$ cat src/modem_ctl_pkg.sv
// shared constants for the modem control-line sequencer
package modem_ctl_pkg;
   localparam int unsigned CLK_HZ = 100_000_000;
   localparam int unsigned TICK_MS = 1;
   // cycles per 1 ms tick, derived from the clock rate
   localparam int unsigned TICK_CYCLES = CLK_HZ / 1000 * TICK_MS;
   localparam int unsigned CD_WAIT_S = 60;
   localparam int unsigned DROP_S = 5;
   localparam int unsigned LOSS_S = 10;
   localparam int unsigned MS_PER_S = 1000;
   localparam int unsigned CD_WAIT_TICKS = CD_WAIT_S * MS_PER_S / TICK_MS;
   localparam int unsigned DROP_TICKS = DROP_S * MS_PER_S / TICK_MS;
   localparam int unsigned LOSS_TICKS = LOSS_S * MS_PER_S / TICK_MS;
   localparam int unsigned TIMER_W = 20;
   typedef enum logic [2:0] {
      ST_IDLE,
      ST_CD_WAIT,
      ST_DROP,
      ST_UP
   } seq_state_e;
endpackage

$ cat src/tick_divider.sv
// divider producing a one-cycle tick enable
`timescale 1ns/1ps
`default_nettype none
module tick_divider #(
   parameter int unsigned DIV = 100_000
) (
   // clock and reset
   input wire logic clock_i,
   input wire logic sys_rst_i,
   // tick enable
   output logic tick_o
);
   localparam int unsigned CW = $clog2(DIV);
   logic [CW-1:0] cnt_reg;
   wire cnt_wrap = (cnt_reg == CW'(DIV - 1));

   // free-running counter, tick on wrap
   always_ff @(posedge clock_i or posedge sys_rst_i) begin
      if (sys_rst_i) begin
         cnt_reg <= '0;
         tick_o <= 1'b0;
      end else begin
         cnt_reg <= cnt_wrap ? '0 : cnt_reg + CW'(1);
         tick_o <= cnt_wrap;
      end
   end
endmodule
`default_nettype wire

$ cat src/modem_ctl_seq.sv
// modem control-line sequencer for a primary and a conditional secondary link
`timescale 1ns/1ps
`default_nettype none
module modem_ctl_seq
   import modem_ctl_pkg::*;
#(
   parameter int unsigned TICK_DIV = TICK_CYCLES,
   parameter int unsigned WAIT_TICKS = CD_WAIT_TICKS,
   parameter int unsigned DROP_T = DROP_TICKS,
   parameter int unsigned LOSS_T = LOSS_TICKS
) (
   // clock and reset
   input wire logic clock_i,
   input wire logic sys_rst_i,
   // modem status pins, asynchronous
   input wire logic ring_i,
   input wire logic cd_i,
   input wire logic dsr_i,
   input wire logic cts_i,
   // level 2 protocol
   input wire logic l2_timeout_i,
   input wire logic l2_can_send_i,
   // conditional link control
   input wire logic sec_activate_i,
   // modem control pins
   output logic dtr_o,
   output logic rts_o,
   output logic sec_dtr_o,
   output logic sec_rts_o,
   // status
   output logic link_up_o,
   output logic tx_enable_o,
   output logic alarm_o
);
   logic ring_m_reg, ring_s_reg, cd_m_reg, cd_s_reg, dsr_m_reg, dsr_s_reg;
   logic cts_m_reg, cts_s_reg;
   logic tick;
   seq_state_e state_reg, state_next;
   logic [TIMER_W-1:0] tmr_reg, tmr_next;
   logic [TIMER_W-1:0] loss_reg, loss_next;
   logic alarm_next;

   // two-flop synchronisers for modem pins
   always_ff @(posedge clock_i or posedge sys_rst_i) begin
      if (sys_rst_i) begin
         {ring_m_reg, cd_m_reg, dsr_m_reg, cts_m_reg} <= 4'h0;
         {ring_s_reg, cd_s_reg, dsr_s_reg, cts_s_reg} <= 4'h0;
      end else begin
         {ring_m_reg, cd_m_reg, dsr_m_reg, cts_m_reg} <= {ring_i, cd_i, dsr_i, cts_i};
         {ring_s_reg, cd_s_reg, dsr_s_reg, cts_s_reg} <=
            {ring_m_reg, cd_m_reg, dsr_m_reg, cts_m_reg};
      end
   end

   tick_divider #(.DIV(TICK_DIV)) i_tick_divider (
      .clock_i(clock_i),
      .sys_rst_i(sys_rst_i),
      .tick_o(tick)
   );

   // decoded conditions
   wire both_up = cd_s_reg & dsr_s_reg;
   wire wait_done = tick && (tmr_reg >= TIMER_W'(WAIT_TICKS - 1));
   wire drop_done = tick && (tmr_reg >= TIMER_W'(DROP_T - 1));
   wire loss_done = tick && (loss_reg >= TIMER_W'(LOSS_T - 1));
   // full timer width, a bare wire would keep only bit 0
   wire [TIMER_W-1:0] tmr_inc = tick ? tmr_reg + TIMER_W'(1) : tmr_reg;

   // sequencing of the primary link
   always_comb begin
      state_next = state_reg;
      tmr_next = tmr_inc;
      unique case (state_reg)
         ST_IDLE: begin
            tmr_next = '0;
            if (ring_s_reg || cd_s_reg) begin
               state_next = ST_CD_WAIT;
            end
         end
         ST_CD_WAIT: begin
            if (both_up) begin
               state_next = ST_UP;
               tmr_next = '0;
            end else if (ring_s_reg) begin
               tmr_next = '0;
            end else if (wait_done) begin
               state_next = ST_DROP;
               tmr_next = '0;
            end
         end
         ST_DROP: begin
            // ring cuts the hold short so the call is answered at once
            if (ring_s_reg || drop_done) begin
               state_next = ST_CD_WAIT;
               tmr_next = '0;
            end
         end
         ST_UP: begin
            tmr_next = '0; // ring is not looked at here
            if (l2_timeout_i) begin
               state_next = ST_DROP;
            end
         end
         default: begin
            state_next = ST_IDLE;
            tmr_next = '0;
         end
      endcase
      if (state_reg != ST_UP && state_reg != ST_IDLE && l2_timeout_i
          && state_reg != ST_DROP) begin
         state_next = ST_DROP;
         tmr_next = '0;
      end
   end

   // carrier-loss glitch filter; short dropouts reset the count
   always_comb begin
      loss_next = '0;
      alarm_next = alarm_o;
      if (state_reg == ST_UP) begin
         if (cd_s_reg) begin
            loss_next = '0;
         end else if (!alarm_o) begin
            loss_next = tick ? loss_reg + TIMER_W'(1) : loss_reg;
            if (loss_done) begin
               alarm_next = 1'b1;
            end
         end
         if (cd_s_reg) begin
            alarm_next = 1'b0;
         end
      end else begin
         alarm_next = 1'b0;
      end
   end

   // state, timers and registered outputs
   always_ff @(posedge clock_i or posedge sys_rst_i) begin
      if (sys_rst_i) begin
         state_reg <= ST_IDLE;
         tmr_reg <= '0;
         loss_reg <= '0;
         alarm_o <= 1'b0;
         dtr_o <= 1'b0;
         rts_o <= 1'b0;
         sec_dtr_o <= 1'b0;
         sec_rts_o <= 1'b0;
         link_up_o <= 1'b0;
         tx_enable_o <= 1'b0;
      end else begin
         state_reg <= state_next;
         tmr_reg <= tmr_next;
         loss_reg <= loss_next;
         alarm_o <= alarm_next;
         dtr_o <= (state_next == ST_CD_WAIT) || (state_next == ST_UP);
         rts_o <= (state_next == ST_CD_WAIT) || (state_next == ST_UP);
         sec_dtr_o <= sec_activate_i;
         sec_rts_o <= sec_activate_i;
         link_up_o <= (state_next == ST_UP);
         // cts plays no part; l2 keeps sending while it can
         tx_enable_o <= (state_next == ST_UP) && l2_can_send_i;
      end
   end

   // assertions
   AST_RESET_LOW: assert property (
      @(posedge clock_i) $fell(sys_rst_i) |-> !dtr_o && !rts_o)
      else $error("lines not low after reset");
   AST_RING_RAISE: assert property (@(posedge clock_i) disable iff (sys_rst_i)
      state_reg == ST_IDLE && ring_s_reg |=> dtr_o && rts_o)
      else $error("ring did not raise dtr");
   AST_LEASED: assert property (@(posedge clock_i) disable iff (sys_rst_i)
      state_reg == ST_IDLE && cd_s_reg |=> dtr_o && rts_o)
      else $error("carrier did not raise dtr");
   AST_WAIT_DROP: assert property (@(posedge clock_i) disable iff (sys_rst_i)
      state_reg == ST_CD_WAIT && wait_done && !both_up && !ring_s_reg && !l2_timeout_i
      |=> !dtr_o && !rts_o)
      else $error("wait expiry did not drop dtr");
   AST_DROP_RING: assert property (@(posedge clock_i) disable iff (sys_rst_i)
      state_reg == ST_DROP && ring_s_reg |=> dtr_o && tmr_reg == '0)
      else $error("ring in drop not answered");
   AST_RESTART: assert property (@(posedge clock_i) disable iff (sys_rst_i)
      state_reg == ST_CD_WAIT && ring_s_reg && !both_up && !l2_timeout_i |=> tmr_reg == '0)
      else $error("ring did not restart wait");
   AST_UP_BOTH: assert property (@(posedge clock_i) disable iff (sys_rst_i)
      $rose(link_up_o) |-> $past(both_up))
      else $error("link up without cd and dsr");
   AST_L2_TO: assert property (@(posedge clock_i) disable iff (sys_rst_i)
      state_reg == ST_UP && l2_timeout_i |=> !dtr_o)
      else $error("l2 timeout did not toggle dtr");
   AST_ALARM_CAUSE: assert property (@(posedge clock_i) disable iff (sys_rst_i)
      $rose(alarm_o) |-> !$past(cd_s_reg) && $past(loss_done))
      else $error("alarm without full carrier loss");
   AST_SEC: assert property (@(posedge clock_i) disable iff (sys_rst_i)
      1'b1 |=> sec_dtr_o == $past(sec_activate_i) && sec_rts_o == sec_dtr_o)
      else $error("secondary lines wrong");
   // a low cts must never hold transmit back while the link is up
   AST_NO_CTS: assert property (@(posedge clock_i) disable iff (sys_rst_i)
      state_reg == ST_UP && !l2_timeout_i && l2_can_send_i && !cts_s_reg |=> tx_enable_o)
      else $error("transmit gated by cts");
   COV_UP: cover property (@(posedge clock_i) $rose(link_up_o));
   COV_DROP: cover property (@(posedge clock_i) state_reg == ST_DROP);
   COV_ALARM: cover property (@(posedge clock_i) $rose(alarm_o));
endmodule
`default_nettype wire

$ cat config.mk
export PLATFORM = sky130hd
export DESIGN_NAME = modem_ctl_seq
export DESIGN_NICKNAME = d
export VERILOG_FILES = /design/src/modem_ctl_pkg.sv /design/src/tick_divider.sv /design/src/modem_ctl_seq.sv
export SDC_FILE = /design/constraint.sdc
export NUM_CORES = 1
export LEC_CHECK = 0
export ABC_CLOCK_PERIOD_IN_PS = 2200
export BUFFER_PORTS_ARGS = -buffer_cell sky130_fd_sc_hd__buf_2
export CORE_UTILIZATION = 55
export CTS_CLUSTER_DIAMETER = 150
export DETAILED_ROUTE_END_ITERATION = 10
export GPL_ROUTABILITY_DRIVEN = 0
export PLACE_DENSITY = 0.75
export SLEW_MARGIN = 10
export SYNTH_ARGS = -nofsm -noshare
export SYNTH_HDL_FRONTEND = slang
export SYNTH_SLANG_ARGS = --single-unit
$ cat constraint.sdc
create_clock -name clock_i -period 2.2 [get_ports clock_i]
set_input_delay 0.22 -clock clock_i [delete_from_list [all_inputs] [get_ports clock_i]]
set_output_delay 0.22 -clock clock_i [all_outputs]
set_load 0.005 [all_outputs]
==> impl_metrics.json <==
{
  "status": "finished, final reports clean",
  "worstMarginPinSlew_ns": 0.5215,
  "period_minus_slack_ns": 1.971,
  "start_util_pct": 56.80,
  "floorplan.die.height_um": 80.20,
  "synthesis.instances": 327,
  "dpl.cell_count": 413,
  "setup_total_negative_slack_ns": 0,
  "htree_num_levels": 3,
  "worst_setup_path_start_kind": "flop",
  "setup-violations-final": 0,
  "layout.cells.most_common": "dfrtp_1",
  "mostFrequentLayoutCells": "dfrtp_1 (72), nor2_1 (55), xnor2_1 (24)",
  "worst-endpoint-required_ns": 2.46,
  "clk_transition_reported_paths_ns": 0.07,
  "setup_slack_ns": 0.2289,
  "maximum_root_to_sink_buffer_count": 2,
  "peakVddDrop_uv": 393.3,
  "r2r_cells": 6,
  "overall_power_mw": 2.553,
  "yosys-top-cells-area": "dfrtp_1 (54%), xnor2_1 (6.2%), nor2_1 (6.1%), xor2_1 (5.2%), nand4_1 (3.0%)",
  "power-per-cell-area_nw_per_um2": 675.4,
  "num_vias": 2432,
  "post-route-util_pct": 63.84,
  "synth_top_flop_cell": "dfrtp_1",
  "hold_path_class": "in -> reg",
  "worstPathMaxFanout": 20,
  "area_delta_synth_final_pct": 12.39,
  "placed_cell_area_um2": 3518,
  "drtPass1Iterations": 4,
  "core_um2": 5921,
  "slew_viol_final": 0,
  "synth_top_area_share_pct": 53.57,
  "dieArea_um2": 6432,
  "synth_edf_count": 0,
  "critPathKind": "reg -> reg",
  "number_of_port_buffers": 14,
  "route.detailed.vias_per_inst": 5.604,
  "maxCapViolations": 0,
  "cts_sinks": 72,
  "die_x_um": 80.20,
  "yosys_register_bits": 72,
  "maxSlewHeadroom_pct": 65.23,
  "grt_max_degree": 43,
  "timing.final.crit_share_pct": 89.59,
  "grt.overflow.total": 0,
  "ys_warn_count": 0,
  "cp_data_arrival_time_ns": 2.23,
  "antenna_cells_inserted": 0,
  "final_layout_size_suffix_gt1_share_pct": 12.53,
  "initial_antenna_violation_count": 0,
  "wl_per_cell_um": 13.83,
  "min_delay_path_depth": 3,
  "syn-cell-area_um2": 3363,
  "cts_root_buffer": "clkbuf_8",
  "net_count_synth": 339,
  "groute.usage.overall_pct": 21.31,
  "synth-seq-area-share_pct": 53.57,
  "pre_cts_slack_ns": 0.2396,
  "timing.clock.skew_ns": 0.01061,
  "synth_top_area_cell": "dfrtp_1",
  "totalWireLength_mm": 6.004,
  "final_antenna_net_count": 0,
  "insertion_delay_ns": 0.34,
  "rsz_0062_raised_after_global_routing": "no",
  "synthArstFlopShare_pct": 100.0,
  "stdcell_area_um2": 3780,
  "design.final.nets": 366,
  "grt_pass1_wl_mm": 10.34,
  "first_iter_violations": 135,
  "avgSynthCellArea_um2": 10.29,
  "detailedPlacementHpwl_mm": 4.025,
  "static-leakage-power_nw": 1.609,
  "cts_tree": "yes",
  "ctsResizeCount": 0,
  "hold_viol_final": 0,
  "cts-buffers-inserted": 9,
  "num_rows": 28,
  "yosys.cell_types.count": 46,
  "worstSetupEndpointType": "flop",
  "achievable-frequency_mhz": 507.3,
  "number_of_design_rule_violations_left_after_detail_routing": 0,
  "grt_pass1_vias": 2330,
  "worst_hold_margin_ns": 0.09305,
  "stdcell_count": 434,
  "ioPinCount": 16,
  "total_of_fill_cells_in_the_finished_design": 467
}
==> layer usage <==
layer / global-route usage, % / wire length (µm) / share of wire (%)
met4: 8.929 / 93 / 1.5
met2: 32.31 / 2765 / 46
met3: 5.114 / 176 / 2.9
met1: 29.25 / 2968 / 49
met5: 0 / 0 / 0
==> logic make-up after synthesis <==
group / after synthesis / share of synthesized area [%]
AND/OR/NAND/NOR: 158 / 23.92
flip-flops: 72 / 53.57
XOR/XNOR: 44 / 11.46
AO/OA/AOI/OAI: 33 / 6.957
buffers and inverters: 14 / 2.269
adder cells (fa/ha/maj): 3 / 1.116
multiplexers: 2 / 0.5953
other: 1 / 0.1115
==> repair_timing <==
| action | 4_1_cts | 5_1_grt |
|---|---|---|
| buffers inserted | 0 | 0 |
| hold buffers | 5 | 0 |
| endpoints found under the setup margin | 0 | 0 |
| endpoints found under the hold margin | 34 | 0 |
==> path summary, 6_finish.rpt <==
check | start | endpoint | slack [ns]
hold reg to reg | dsr_m_reg | dsr_s_reg | 0.35
setup reg to reg | tmr_reg[19] | tmr_reg[8] | 0.23
min in group asynchronous | sys_rst_i | i_tick_divider.cnt_reg[8] | 0.49
max in group asynchronous | sys_rst_i | tmr_reg[8] | 1.27
setup / recovery | tmr_reg[19] | tmr_reg[8] | 0.23
hold / removal | l2_can_send_i | tx_enable_o | 0.09
==> final cells by class <==
cell class              count  area (µm²)  area share (%)
flip-flops and latches     72        1802           47.67
multi-input cells         241        1485           39.29
repair buffers             26       172.7           4.568
clock buffers              10       127.6           3.376
well taps                  75       93.84           2.483
clock inverters             6       83.83           2.218
inverters                   4       15.01          0.3972
==> where the power goes <==
part	switching, mW	internal, mW
logic	0.0577	0.0334
registers	0.0148	1.34
clock network	0.475	0.635
total	0.547	2.01
==> synth_stat cells, types with 2 or more instances <==
| cell type | instances |
|---|---|
| ha_1 | 3 |
| buf_4 | 2 |
| nor2b_1 | 3 |
| and4_1 | 2 |
| nand2_1 | 22 |
| a211o_1 | 2 |
| xor2_1 | 20 |
| clkbuf_1 | 4 |
| o21ai_0 | 7 |
| a31oi_1 | 4 |
| nor3_1 | 8 |
| a21oi_1 | 6 |
| inv_1 | 4 |
| and3_1 | 11 |
| nand3_1 | 14 |
| nor2_1 | 55 |
| dfrtp_1 | 72 |
| buf_6 | 2 |
| a211oi_1 | 2 |
| nand4_1 | 16 |
| xnor2_1 | 24 |
| or3_1 | 5 |
| a21o_1 | 3 |
| mux2i_1 | 2 |
| nor4_1 | 13 |
==> worst max-delay path, cell delays in order, from the launching register on <==
cell and delay, ns:
dfrtp_1 0.39, or4_4 0.56, a211oi_1 0.31, a21o_1 0.19, a21boi_1 0.06, buf_4 0.21
nor2_1 0.15
Power figures use the tool's default switching activity.
